`config.mk`:
```
export PLATFORM = sky130hd
export DESIGN_NAME = gtc_top
export DESIGN_NICKNAME = d
export VERILOG_FILES = /design/src/hdl/gtc_pkg.sv /design/src/hdl/gtc_sync.sv /design/src/hdl/gtc_top.sv
export VERILOG_INCLUDE_DIRS = /design/src /design/src/hdl
export SDC_FILE = /design/constraint.sdc
export NUM_CORES = 1
export LEC_CHECK = 0
export BUFFER_PORTS_ARGS = -buffer_cell sky130_fd_sc_hd__buf_2
export CORE_MARGIN = 5
export CORE_UTILIZATION = 55
export CTS_CLUSTER_SIZE = 16
export DETAILED_ROUTE_END_ITERATION = 16
export PLACE_DENSITY_LB_ADDON = 0.2
export SLEW_MARGIN = 20
export SYNTH_ARGS = -nofsm -noshare
export SYNTH_HDL_FRONTEND = slang
export SYNTH_SLANG_ARGS = --single-unit
```
`constraint.sdc`:
```
create_clock -name mclk_in -period 5 [get_ports mclk_in]
set_input_delay 0.25 -clock mclk_in [delete_from_list [all_inputs] [get_ports mclk_in]]
set_output_delay 0.25 -clock mclk_in [all_outputs]
set_load 0.005 [all_outputs]
```
`src/hdl/gtc_map.svh`:
```
// Purpose: register map and sizes of the timer
// Assumes: included where needed; definitions only
// Notes:   eight words per channel
`ifndef GTC_MAP_SVH
`define GTC_MAP_SVH

// ********
// sizes
// ********
`define GTC_CNT_W        16
`define GTC_NUM_CH       2
`define GTC_CTRL_W       8

// ********
// address layout (word index within a channel, channel bit, top bits)
// ********
`define GTC_WORD_LSB     2
`define GTC_WORD_MSB     4
`define GTC_CH_BIT       5
`define GTC_MAP_TOP_BIT  6
`define GTC_OFS_CTRL     3'h0
`define GTC_OFS_CMD      3'h1
`define GTC_OFS_INIT     3'h2
`define GTC_OFS_DELAY    3'h3
`define GTC_OFS_WIDTH    3'h4
`define GTC_OFS_INTVL    3'h5
`define GTC_OFS_COUNT    3'h6
`define GTC_OFS_STAT     3'h7

// ********
// control, command and status fields
// ********
`define GTC_CTRL_MODE_LSB 0
`define GTC_CTRL_MODE_MSB 2
`define GTC_CTRL_CLK_POL  3
`define GTC_CTRL_GATE_POL 4
`define GTC_CTRL_OUT_POL  5
`define GTC_CTRL_DIR_SW   6
`define GTC_CTRL_DIR_UP   7
`define GTC_CMD_START     0
`define GTC_CMD_RESET     1
`define GTC_STAT_RUN      0
`define GTC_STAT_DONE     1
`define GTC_STAT_OUT      2

// ********
// reset values, and the last timer count of a delay, width or interval
// ********
`define GTC_RST_CTRL     8'h00
`define GTC_RST_CNT      16'h0000
`define GTC_TMR_LAST     16'h0001

`endif

```
`src/hdl/gtc_pkg.sv`:
```
// Purpose: types shared by the general timer block
// Assumes: gtc_map.svh gives the sizes
// Notes:   the whole top state is one packed struct
`include "gtc_map.svh"

package gtc_pkg;

    // one-hot channel states
    typedef enum logic [5:0] {
        GTC_IDLE  = 6'h01,
        GTC_ARMED = 6'h02,
        GTC_MEAS  = 6'h04,
        GTC_DELAY = 6'h08,
        GTC_WIDTH = 6'h10,
        GTC_DONE  = 6'h20
    } gtc_state_e;

    typedef enum logic [2:0] {
        GTC_M_COUNT   = 3'h0,
        GTC_M_PERIOD  = 3'h1,
        GTC_M_PWIDTH  = 3'h2,
        GTC_M_GSINGLE = 3'h3,
        GTC_M_TSINGLE = 3'h4,
        GTC_M_RETRIG  = 3'h5,
        GTC_M_TCONT   = 3'h6,
        GTC_M_GCONT   = 3'h7
    } gtc_mode_e;

    typedef struct packed {
        gtc_state_e                 st;
        logic [`GTC_CTRL_W-1:0]     ctrl;
        logic [`GTC_CNT_W-1:0]      init;
        logic [`GTC_CNT_W-1:0]      dly;
        logic [`GTC_CNT_W-1:0]      wid;
        logic [`GTC_CNT_W-1:0]      itv;
        logic [`GTC_CNT_W-1:0]      cnt;
        logic [`GTC_CNT_W-1:0]      tmr;
        logic                       seen;
        logic                       out;
        logic                       done;
        logic                       pin;
        logic                       clk_prev;
        logic                       gate_prev;
    } gtc_chan_s;

    typedef struct packed {
        gtc_chan_s [`GTC_NUM_CH-1:0] ch;
        logic                        ap_valid;
        logic                        ap_write;
        logic                        ap_ok;
        logic                        ap_chan;
        logic [2:0]                  ap_word;
        logic                        rd_done;
        logic [31:0]                 hrdata;
    } gtc_top_s;

    function automatic gtc_top_s gtc_rst_state();
        gtc_top_s s;
        s = '0;
        for (int i = 0; i < `GTC_NUM_CH; i++) begin
            s.ch[i].st   = GTC_IDLE;
            s.ch[i].ctrl = `GTC_RST_CTRL;
            s.ch[i].cnt  = `GTC_RST_CNT;
        end
        return s;
    endfunction

endpackage

```
`src/hdl/gtc_sync.sv`:
```
// Purpose: two-flop synchroniser for the timer's pin inputs
// Assumes: inputs are asynchronous to mclk_in
// Notes:   only the second stage is visible outside
`timescale 1ns/1ps
`default_nettype none

module gtc_sync #(
    parameter int W = 1
) (
    input  wire logic         mclk_in,
    input  wire logic         sys_rst_in,
    input  wire logic [W-1:0] async_in,
    output logic      [W-1:0] sync_out
);

    typedef struct packed {
        logic [W-1:0] s1;
        logic [W-1:0] s2;
    } gtc_sync_s;

    gtc_sync_s s_q;
    gtc_sync_s s_d;

    always_comb begin
        s_d    = s_q;
        s_d.s1 = async_in;
        s_d.s2 = s_q.s1;
    end

    always_ff @(posedge mclk_in) begin
        if (sys_rst_in) begin
            s_q <= '0;
        end else begin
            s_q <= s_d;
        end
    end

    assign sync_out = s_q.s2;

endmodule

`default_nettype wire

```
`src/hdl/gtc_top.sv`:
```
// Purpose: two-channel general timer/counter with eight modes behind an AHB-Lite slave
// Assumes: count clock, gate and direction pins are asynchronous and much slower than mclk_in
// Notes:   register reads take one wait state; writes complete with none
//
// Function
// - eight modes selectable; nothing runs until software issues start
// - software reset clears status, reloads initial count, halts until next start
// - gated count mode starts at initial count, steps once per count edge
// - count readable any time without disturbing counting
// - in modes one, four, eight an inactive gate freezes counting
// - period mode counts clock edges between two successive active gate edges
// - period end drives output active and leaves final count readable
// - pulse-width mode counts while gate active; at its end output active
// - gated single pulse mode emits one pulse after delay, lasting width
// - delay, width and interval are whole count clock periods, timed by it
// - single triggered mode: first gate edge launches one pulse, later ignored
// - retriggered mode: each gate edge launches pulse; edges during pulse ignored
// - triggered continuous mode: first gate edge starts endless interval/width train
// - once that train runs, gate has no effect until next start
// - continuous gated mode: periodic pulses from software start
// - two independent 16-bit up/down counters
// - direction from input pin or software picks increment or decrement
// - count edge, gate level and output polarity each software selectable
`timescale 1ns/1ps
`default_nettype none
`include "gtc_map.svh"

module gtc_top (
    input  wire logic                   mclk_in,
    input  wire logic                   sys_rst_in,
    input  wire logic                   hsel_in,
    input  wire logic [31:0]            haddr_in,
    input  wire logic [1:0]             htrans_in,
    input  wire logic                   hwrite_in,
    input  wire logic [2:0]             hsize_in,
    input  wire logic [31:0]            hwdata_in,
    input  wire logic                   hready_in,
    output logic                        hreadyout_out,
    output logic                        hresp_out,
    output logic      [31:0]            hrdata_out,
    input  wire logic [`GTC_NUM_CH-1:0] count_clock_in,
    input  wire logic [`GTC_NUM_CH-1:0] gate_in,
    input  wire logic [`GTC_NUM_CH-1:0] count_direction_in,
    output logic      [`GTC_NUM_CH-1:0] timer_output_out
);

    localparam int NCH = `GTC_NUM_CH;
    localparam int SW  = 3 * `GTC_NUM_CH;
    localparam gtc_pkg::gtc_top_s RST_STATE = gtc_pkg::gtc_rst_state();

    gtc_pkg::gtc_top_s s_q;
    gtc_pkg::gtc_top_s s_d;

    logic [SW-1:0]  pins_sync;
    logic [NCH-1:0] cclk_s;
    logic [NCH-1:0] gate_s;
    logic [NCH-1:0] dir_s;

    // ********
    // pin synchronisers
    // ********
    // gate and direction are sampled with the count clock, so all three pass the same two stages
    gtc_sync #(
        .W (SW)
    ) u_sync (
        .mclk_in    (mclk_in),
        .sys_rst_in (sys_rst_in),
        .async_in   ({count_direction_in, gate_in, count_clock_in}),
        .sync_out   (pins_sync)
    );

    assign cclk_s = pins_sync[NCH-1:0];
    assign gate_s = pins_sync[2*NCH-1:NCH];
    assign dir_s  = pins_sync[SW-1:2*NCH];

    // ********
    // helpers
    // ********
    function automatic logic [`GTC_CNT_W-1:0] step(input logic [`GTC_CNT_W-1:0] v, input logic up);
        return up ? v + `GTC_CNT_W'(1) : v - `GTC_CNT_W'(1);
    endfunction

    function automatic logic [31:0] rd_word(input gtc_pkg::gtc_chan_s c, input logic [2:0] w);
        logic [31:0] r;
        r = '0;
        case (w)
            `GTC_OFS_CTRL:  r[`GTC_CTRL_W-1:0] = c.ctrl;
            `GTC_OFS_INIT:  r[`GTC_CNT_W-1:0]  = c.init;
            `GTC_OFS_DELAY: r[`GTC_CNT_W-1:0]  = c.dly;
            `GTC_OFS_WIDTH: r[`GTC_CNT_W-1:0]  = c.wid;
            `GTC_OFS_INTVL: r[`GTC_CNT_W-1:0]  = c.itv;
            `GTC_OFS_COUNT: r[`GTC_CNT_W-1:0]  = c.cnt;
            `GTC_OFS_STAT: begin
                r[`GTC_STAT_RUN]  = (c.st != gtc_pkg::GTC_IDLE) && (c.st != gtc_pkg::GTC_DONE);
                r[`GTC_STAT_DONE] = c.done;
                r[`GTC_STAT_OUT]  = c.out;
            end
            default:        r = '0;
        endcase
        return r;
    endfunction

    // ********
    // next state
    // ********
    always_comb begin
        logic                       clk_lvl;
        logic                       clk_edge;
        logic                       gate_act;
        logic                       gate_edge;
        logic                       dir_up;
        logic                       gated;
        logic                       cnt_en;
        logic                       wr;
        logic                       rd_stall;
        logic [`GTC_CTRL_W-1:0]     cr;
        gtc_pkg::gtc_mode_e         mode;
        clk_lvl   = 1'b0;
        clk_edge  = 1'b0;
        gate_act  = 1'b0;
        gate_edge = 1'b0;
        dir_up    = 1'b0;
        gated     = 1'b0;
        cnt_en    = 1'b0;
        wr        = 1'b0;
        cr        = '0;
        mode      = gtc_pkg::GTC_M_COUNT;
        s_d       = s_q;
        rd_stall  = s_q.ap_valid && !s_q.ap_write && !s_q.rd_done;

        for (int i = 0; i < NCH; i++) begin
            cr        = s_q.ch[i].ctrl;
            mode      = gtc_pkg::gtc_mode_e'(cr[`GTC_CTRL_MODE_MSB:`GTC_CTRL_MODE_LSB]);
            clk_lvl   = cclk_s[i] ^ cr[`GTC_CTRL_CLK_POL];
            gate_act  = gate_s[i] ^ cr[`GTC_CTRL_GATE_POL];
            clk_edge  = clk_lvl && !s_q.ch[i].clk_prev;
            gate_edge = gate_act && !s_q.ch[i].gate_prev;
            dir_up    = cr[`GTC_CTRL_DIR_SW] ? cr[`GTC_CTRL_DIR_UP] : dir_s[i];
            gated     = (mode == gtc_pkg::GTC_M_COUNT) || (mode == gtc_pkg::GTC_M_GSINGLE)
                        || (mode == gtc_pkg::GTC_M_GCONT);
            cnt_en    = clk_edge && (gate_act || !gated);
            s_d.ch[i].clk_prev  = clk_lvl;
            s_d.ch[i].gate_prev = gate_act;

            case (s_q.ch[i].st)
                gtc_pkg::GTC_IDLE: begin
                    s_d.ch[i].out = 1'b0;
                end
                gtc_pkg::GTC_MEAS: begin
                    case (mode)
                        gtc_pkg::GTC_M_PERIOD: begin
                            // first gate edge opens the window, the second closes it
                            if (s_q.ch[i].seen && clk_edge) begin
                                s_d.ch[i].cnt = step(s_q.ch[i].cnt, dir_up);
                            end
                            if (gate_edge) begin
                                s_d.ch[i].seen = 1'b1;
                                if (s_q.ch[i].seen) begin
                                    s_d.ch[i].st   = gtc_pkg::GTC_DONE;
                                    s_d.ch[i].out  = 1'b1;
                                    s_d.ch[i].done = 1'b1;
                                end
                            end
                        end
                        gtc_pkg::GTC_M_PWIDTH: begin
                            if (gate_act && clk_edge) begin
                                s_d.ch[i].cnt = step(s_q.ch[i].cnt, dir_up);
                            end
                            if (gate_act) begin
                                s_d.ch[i].seen = 1'b1;
                            end else if (s_q.ch[i].seen) begin
                                s_d.ch[i].st   = gtc_pkg::GTC_DONE;
                                s_d.ch[i].out  = 1'b1;
                                s_d.ch[i].done = 1'b1;
                            end
                        end
                        default: begin
                            if (cnt_en) begin
                                s_d.ch[i].cnt = step(s_q.ch[i].cnt, dir_up);
                            end
                        end
                    endcase
                end
                gtc_pkg::GTC_ARMED: begin
                    // of the pulse states only this one listens to gate edges, so edges during a pulse fall away
                    if (gate_edge) begin
                        s_d.ch[i].st  = gtc_pkg::GTC_DELAY;
                        s_d.ch[i].tmr = s_q.ch[i].dly;
                    end
                end
                gtc_pkg::GTC_DELAY: begin
                    s_d.ch[i].out = 1'b0;
                    if (cnt_en) begin
                        s_d.ch[i].cnt = step(s_q.ch[i].cnt, dir_up);
                        if (s_q.ch[i].tmr <= `GTC_TMR_LAST) begin
                            s_d.ch[i].st  = gtc_pkg::GTC_WIDTH;
                            s_d.ch[i].tmr = s_q.ch[i].wid;
                            s_d.ch[i].out = 1'b1;
                        end else begin
                            s_d.ch[i].tmr = s_q.ch[i].tmr - `GTC_TMR_LAST;
                        end
                    end
                end
                gtc_pkg::GTC_WIDTH: begin
                    if (cnt_en) begin
                        s_d.ch[i].cnt = step(s_q.ch[i].cnt, dir_up);
                        if (s_q.ch[i].tmr <= `GTC_TMR_LAST) begin
                            s_d.ch[i].out = 1'b0;
                            case (mode)
                                gtc_pkg::GTC_M_RETRIG: begin
                                    s_d.ch[i].st = gtc_pkg::GTC_ARMED;
                                end
                                gtc_pkg::GTC_M_TCONT, gtc_pkg::GTC_M_GCONT: begin
                                    s_d.ch[i].st  = gtc_pkg::GTC_DELAY;
                                    s_d.ch[i].tmr = s_q.ch[i].itv;
                                end
                                default: begin
                                    s_d.ch[i].st   = gtc_pkg::GTC_DONE;
                                    s_d.ch[i].done = 1'b1;
                                end
                            endcase
                        end else begin
                            s_d.ch[i].tmr = s_q.ch[i].tmr - `GTC_TMR_LAST;
                        end
                    end
                end
                gtc_pkg::GTC_DONE: begin
                    // pulse modes park with the output inactive, measurement modes hold it active
                    if (mode == gtc_pkg::GTC_M_GSINGLE || mode == gtc_pkg::GTC_M_TSINGLE) begin
                        s_d.ch[i].out = 1'b0;
                    end
                end
                default: begin
                    s_d.ch[i].st = gtc_pkg::GTC_IDLE;
                end
            endcase

            // register writes take the data phase of a write to this channel
            wr = s_q.ap_valid && s_q.ap_write && s_q.ap_ok && (s_q.ap_chan == i[0]);
            if (wr) begin
                case (s_q.ap_word)
                    `GTC_OFS_CTRL:  s_d.ch[i].ctrl = hwdata_in[`GTC_CTRL_W-1:0];
                    `GTC_OFS_INIT:  s_d.ch[i].init = hwdata_in[`GTC_CNT_W-1:0];
                    `GTC_OFS_DELAY: s_d.ch[i].dly  = hwdata_in[`GTC_CNT_W-1:0];
                    `GTC_OFS_WIDTH: s_d.ch[i].wid  = hwdata_in[`GTC_CNT_W-1:0];
                    `GTC_OFS_INTVL: s_d.ch[i].itv  = hwdata_in[`GTC_CNT_W-1:0];
                    default: begin
                    end
                endcase
                if (s_q.ap_word == `GTC_OFS_CMD && hwdata_in[`GTC_CMD_RESET]) begin
                    s_d.ch[i].st   = gtc_pkg::GTC_IDLE;
                    s_d.ch[i].cnt  = s_q.ch[i].init;
                    s_d.ch[i].tmr  = '0;
                    s_d.ch[i].seen = 1'b0;
                    s_d.ch[i].out  = 1'b0;
                    s_d.ch[i].done = 1'b0;
                end
                // start after reset in the same write, so both bits together restart cleanly
                if (s_q.ap_word == `GTC_OFS_CMD && hwdata_in[`GTC_CMD_START]) begin
                    s_d.ch[i].cnt  = s_q.ch[i].init;
                    s_d.ch[i].seen = 1'b0;
                    s_d.ch[i].out  = 1'b0;
                    s_d.ch[i].done = 1'b0;
                    case (mode)
                        gtc_pkg::GTC_M_GSINGLE: begin
                            s_d.ch[i].st  = gtc_pkg::GTC_DELAY;
                            s_d.ch[i].tmr = s_q.ch[i].dly;
                        end
                        gtc_pkg::GTC_M_GCONT: begin
                            s_d.ch[i].st  = gtc_pkg::GTC_DELAY;
                            s_d.ch[i].tmr = s_q.ch[i].itv;
                        end
                        gtc_pkg::GTC_M_TSINGLE, gtc_pkg::GTC_M_RETRIG, gtc_pkg::GTC_M_TCONT: begin
                            s_d.ch[i].st = gtc_pkg::GTC_ARMED;
                        end
                        default: begin
                            s_d.ch[i].st = gtc_pkg::GTC_MEAS;
                        end
                    endcase
                end
            end
            s_d.ch[i].pin = s_d.ch[i].out ^ s_d.ch[i].ctrl[`GTC_CTRL_OUT_POL];
        end

        // ********
        // ahb-lite slave
        // ********
        // read data comes from a flop, which costs one wait state per read
        if (rd_stall) begin
            s_d.hrdata  = s_q.ap_ok ? rd_word(s_q.ch[s_q.ap_chan], s_q.ap_word) : 32'h00000000;
            s_d.rd_done = 1'b1;
        end else begin
            s_d.ap_valid = hsel_in && htrans_in[1] && hready_in;
            s_d.ap_write = hwrite_in;
            s_d.ap_ok    = (haddr_in[31:`GTC_MAP_TOP_BIT] == '0) && (haddr_in[1:0] == 2'h0);
            s_d.ap_chan  = haddr_in[`GTC_CH_BIT];
            s_d.ap_word  = haddr_in[`GTC_WORD_MSB:`GTC_WORD_LSB];
            s_d.rd_done  = 1'b0;
        end
    end

    always_ff @(posedge mclk_in) begin
        if (sys_rst_in) begin
            s_q <= RST_STATE;
        end else begin
            s_q <= s_d;
        end
    end

    // ********
    // outputs
    // ********
    assign hreadyout_out = !(s_q.ap_valid && !s_q.ap_write && !s_q.rd_done);
    assign hresp_out     = 1'b0;
    assign hrdata_out    = s_q.hrdata;

    generate
        for (genvar g = 0; g < NCH; g++) begin : g_pin
            assign timer_output_out[g] = s_q.ch[g].pin;
        end
    endgenerate

endmodule

`default_nettype wire

```
==> implementation parameters <==
Parameter                              Value

Status
  Outcome ... completed

Logic synthesis
  Area of the mapped netlist ... 0.0159 sq mm
  Simple-gate area share of the yosys netlist ... 23.3%
  Arithmetic-cell share of the synthesized area counting full adders, half adders and majority gates ... 3.23%
  Most used DFF post-synth ... sky130_fd_sc_hd__dfxtp_1
  Async set-or-reset flop fraction in the synthesized netlist ... 0%
  Cell count after synthesis ... 2078
  Post-synth EDFFs ... 0
  Number of library cell types mapped by synthesis ... 93
  Count of synthesis-stage warnings from yosys ... 0
  Synthesized-area fraction occupied by xor and xnor cells ... 2.42%
  Post-Syn Area per Cell ... 7.67 sq um
  Register area share after synthesis ... 33.6%
  Post-synthesis sequential element count ... 268
  Share of synthesized area spent on multiplexers ... 7.23%
  Largest family of logic cells by synthesized area ... compound AO/OA/AOI/OAI gates
  Share of the synthesized area in compound gates (AO/OA/AOI/OAI) ... 24.2%

Floorplanning
  Width of the die ... 180 um
  Overall die area ... 0.0325 sq mm
  I/O pin cnt ... 116
  Starting Density ... 55.6%
  Area inside the core boundary ... 0.0287 sq mm
  Std-Cell Rows ... 62
  Die height ... 180 um

Pwr
  Power per unit of standard cell area ... 262 mW/mm^2
  Static leakage ... 6.02 nW
  Sequential cell fraction of total power ... 47.7%
  Switching component of the power ... 1.14 mW
  Internal power summed over all cells ... 3.39 mW
  Share of power burned in the clock network ... 45.8%
  Power consumption ... 4.52 mW
  Switching part of the total ... 25.2%
  Peak ir drop on the vdd network ... 0.000278 V
  Combinational Power Share ... 6.4%

Worst setup path
  R2r startpoint ... s_q[35]
  Worst Setup Path Type ... flop to flop
  Critical-path maximum fanout ... 26
  R2r worst-path depth ... 9
  Required time at the worst-slack endpoint ... 5.47 ns
  Critical path arrival ... 3.82 ns
  R2R Path End ... s_q[48]
  Critical Path Start Type ... flop
  R2r setup slk ... 1.65 ns
  Critical path capture point type ... flop

Clocking
  Root Buffer ... sky130_fd_sc_hd__clkbuf_16
  CTS Buf Count ... 29
  Worst-case clock buffer depth ... 3
  Hold buffers post-CTS ... 12
  Clk_lat worst skew ... 0.56 ns
  Clock Sink Count ... 268
  Clock tree from TritonCTS ... done
  Number of gates given a new drive strength after cts ... 0
  Clock-pin slew of the registers on the worst-case setup and hold paths ... 0.06 ns
  Setup repair bufs after CTS ... 0
  H-tree depth reported by CTS ... 1

Run
  Max-cap check violation count ... 0

Place
  Pre-CTS setup slack ... 1.81 ns
  Total of buffers placed on input and output ports ... 78
  Detailed-placement wirelength estimate ... 42200 um
  Placed cell areas ... 0.0163 sq mm
  Routability cong. ... 1.04

STA
  Setup Viol. Count Final ... 0
  Max-slew headroom at the worst pin ... 25.4%
  Count of final hold-check violations ... 0
  Setup TNS ... 0 ns
  Top achievable clock speed ... 0.298 GHz
  Pins over their slew limit ... 0
  RSZ-0062 raised after global routing ... no
  Final critical-path share of the clock period ... 67.1%
  Worst setup margin ... 1.65 ns
  Worst Tran Pin Value ... 1.11 ns
  Final setup skew ... 0.0113 ns
  Min Clock Period, post-route ... 3.35 ns

Cells and area
  Final Core Density ... 60.2%
  Number of nets at the end of the flow ... 2185
  Leading cell type in the layout, fill and taps excluded ... sky130_fd_sc_hd__nand2_1
  Layout cell share with drive strength beyond 1 ... 10.6%
  Antenna fix cells ... 0
  Filler instances ... 2707
  Cell area after layout ... 0.0173 sq mm
  Top library cells by usage in the layout, fill and taps aside ... sky130_fd_sc_hd__nand2_1, sky130_fd_sc_hd__dfxtp_1, sky130_fd_sc_hd__a21oi_1, sky130_fd_sc_hd__nor2_1, sky130_fd_sc_hd__o21ai_0
  Area Growth Syn to Fin ... 8.36%

Route
  Pre-antenna DRT Iters ... 5
  Final Routed Wirelength ... 59000 um
  First-iteration detailed-routing DRC count ... 2044
  Via count ... 15964
  Number of routed nets with antenna violations ... 0
  WL/cell ... 23.9 um
  Number of DRC violations after detailed routing ... 0
  Drt via density ... 6.47

Min path
  Number of stages on the worst hold path ... 5
  Startpoint of the lowest-slack hold path ... haddr_in[13]
  Classification of the worst-slack hold path ... input pin to flop
  Terminating pin of the worst hold path ... s_q[37]

Global routing
  Antenna violations before repair ... 1
  First-pass GRT wire length ... 88400 um
  Largest net degree at the start of global routing ... 97
  Vias in the first global route ... 14624
  Total GRT Usage ... 34.3%
  Overflow after GRT ... 0
[cell type report]
type	count	area, sq um	share of cell area, %
sequential	268	5370	31.1
clock buffer	36	782	4.53
timing repair buffer	117	719	4.16
tap	384	480	2.78
multi-input combinational	1624	9720	56.2
inverter	25	93.8	0.543
clock inverter	15	118	0.681
[worst max path at each step]
stage | cells past startpoint | start | endpoint | slack, ns
finish | 9 | s_q[35] | s_q[48] | 1.65
global route | 11 | u_sync.sync_out[5] | s_q[192] | 1.39
CTS | 9 | s_q[35] | s_q[48] | 1.77
detailed placement | 9 | s_q[35] | s_q[48] | 1.81
global placement | 9 | s_q[35] | s_q[59] | 1.83
floorplan | 10 | s_q[264] | s_q[193] | 1.63
[synthesized netlist by cell type (5+ instances only)]
master | instances | area, sq um
sky130_fd_sc_hd__or3_1 | 8 | 50.1
sky130_fd_sc_hd__dfxtp_1 | 268 | 5370
sky130_fd_sc_hd__nand2_1 | 417 | 1570
sky130_fd_sc_hd__a31oi_1 | 12 | 75.1
sky130_fd_sc_hd__nand4_1 | 10 | 62.6
sky130_fd_sc_hd__buf_4 | 37 | 278
sky130_fd_sc_hd__o21a_1 | 8 | 60.1
sky130_fd_sc_hd__ha_1 | 38 | 475
sky130_fd_sc_hd__a211oi_1 | 36 | 270
sky130_fd_sc_hd__buf_1 | 8 | 30.0
sky130_fd_sc_hd__a221oi_2 | 8 | 120
sky130_fd_sc_hd__a21boi_0 | 6 | 45.0
sky130_fd_sc_hd__inv_1 | 23 | 86.3
sky130_fd_sc_hd__nor4_1 | 17 | 106
sky130_fd_sc_hd__buf_2 | 11 | 55.1
sky130_fd_sc_hd__mux2_2 | 14 | 158
sky130_fd_sc_hd__nor2_1 | 150 | 563
sky130_fd_sc_hd__nor2b_1 | 26 | 163
sky130_fd_sc_hd__o22ai_1 | 17 | 106
sky130_fd_sc_hd__a32oi_1 | 5 | 43.8
sky130_fd_sc_hd__nand3_1 | 28 | 140
sky130_fd_sc_hd__o31ai_1 | 15 | 113
sky130_fd_sc_hd__nor3_1 | 48 | 240
sky130_fd_sc_hd__clkbuf_2 | 8 | 40.0
sky130_fd_sc_hd__o211ai_1 | 18 | 135
sky130_fd_sc_hd__clkbuf_1 | 109 | 409
sky130_fd_sc_hd__a21oi_1 | 250 | 1250
sky130_fd_sc_hd__a21o_1 | 10 | 75.1
sky130_fd_sc_hd__a22oi_1 | 32 | 240
sky130_fd_sc_hd__mux2i_1 | 95 | 951
sky130_fd_sc_hd__xnor2_1 | 18 | 158
sky130_fd_sc_hd__and3_1 | 16 | 100
sky130_fd_sc_hd__o21ai_0 | 94 | 470
sky130_fd_sc_hd__a221oi_1 | 29 | 254
sky130_fd_sc_hd__or2_2 | 6 | 37.5
sky130_fd_sc_hd__a22o_1 | 5 | 43.8
sky130_fd_sc_hd__a221o_1 | 5 | 50.1
sky130_fd_sc_hd__xor2_1 | 26 | 228
sky130_fd_sc_hd__o32ai_1 | 9 | 78.8
sky130_fd_sc_hd__and2_1 | 20 | 125
sky130_fd_sc_hd__nand2b_1 | 13 | 81.3
sky130_fd_sc_hd__nand3b_1 | 6 | 45.0
[routing by layer]
metal / part of all wire, % / routed length, um / GRT usage (%) / up-vias
li1: - / - / - / 7367
met1: 43 / 25200 / 49.0 / 7590
met2: 42 / 24500 / 50.5 / 886
met3: 12 / 7380 / 9.89 / 119
met4: 3.2 / 1900 / 10.0 / 2
met5: 0.022 / 13 / 0 / -
[worst max-delay path: stages (launching register included)]
cell,delay (ns)
sky130_fd_sc_hd__dfxtp_2,0.52
sky130_fd_sc_hd__nor3b_2,0.73
sky130_fd_sc_hd__and2_1,0.46
sky130_fd_sc_hd__and3_1,0.21
sky130_fd_sc_hd__buf_4,0.27
sky130_fd_sc_hd__a21o_1,0.49
sky130_fd_sc_hd__a22oi_1,0.18
sky130_fd_sc_hd__o21ai_1,0.14
sky130_fd_sc_hd__a21oi_1,0.06
sky130_fd_sc_hd__a221oi_2,0.20
[stage by stage]
step           std cells  hold slack (ns)
2_1_floorplan       2094            0.378
3_3_place_gp        2406            0.418
3_5_place_dp        2406            0.420
4_1_cts             2469           0.0425
5_1_grt             2469           0.0766
6_report            2469           0.0607
[flip-flops by register name (all words and copies together), names as in the netlist]
name              flops
hrdata_out           16
s_q                 238
u_sync.sync_out       6
timer_output_out      2
u_sync.s_d            6
[power by group through the flow]
stage / sequential (mW) / clock [mW] / combinational [mW]
6_report: 2.16 / 2.07 / 0.292
5_1_grt: 2.16 / 2.17 / 0.305
4_1_cts: 2.16 / 2.08 / 0.280
3_5_place_dp: 2.21 / 0 / 0.272
3_3_place_gp: 2.20 / 0 / 0.269
2_1_floorplan: 2.19 / 0 / 0.182
[cells by family after synthesis]
logic type | after synthesis
AOI/OAI and AO/OA | 605
xor gates and xnor gates | 44
adders and majority gates | 40
buffers and inverters | 202
DFF | 268
muxes | 111
other | 1
and+or+nand+nor | 807
Note: power is estimated with default switching activity, not from simulation.
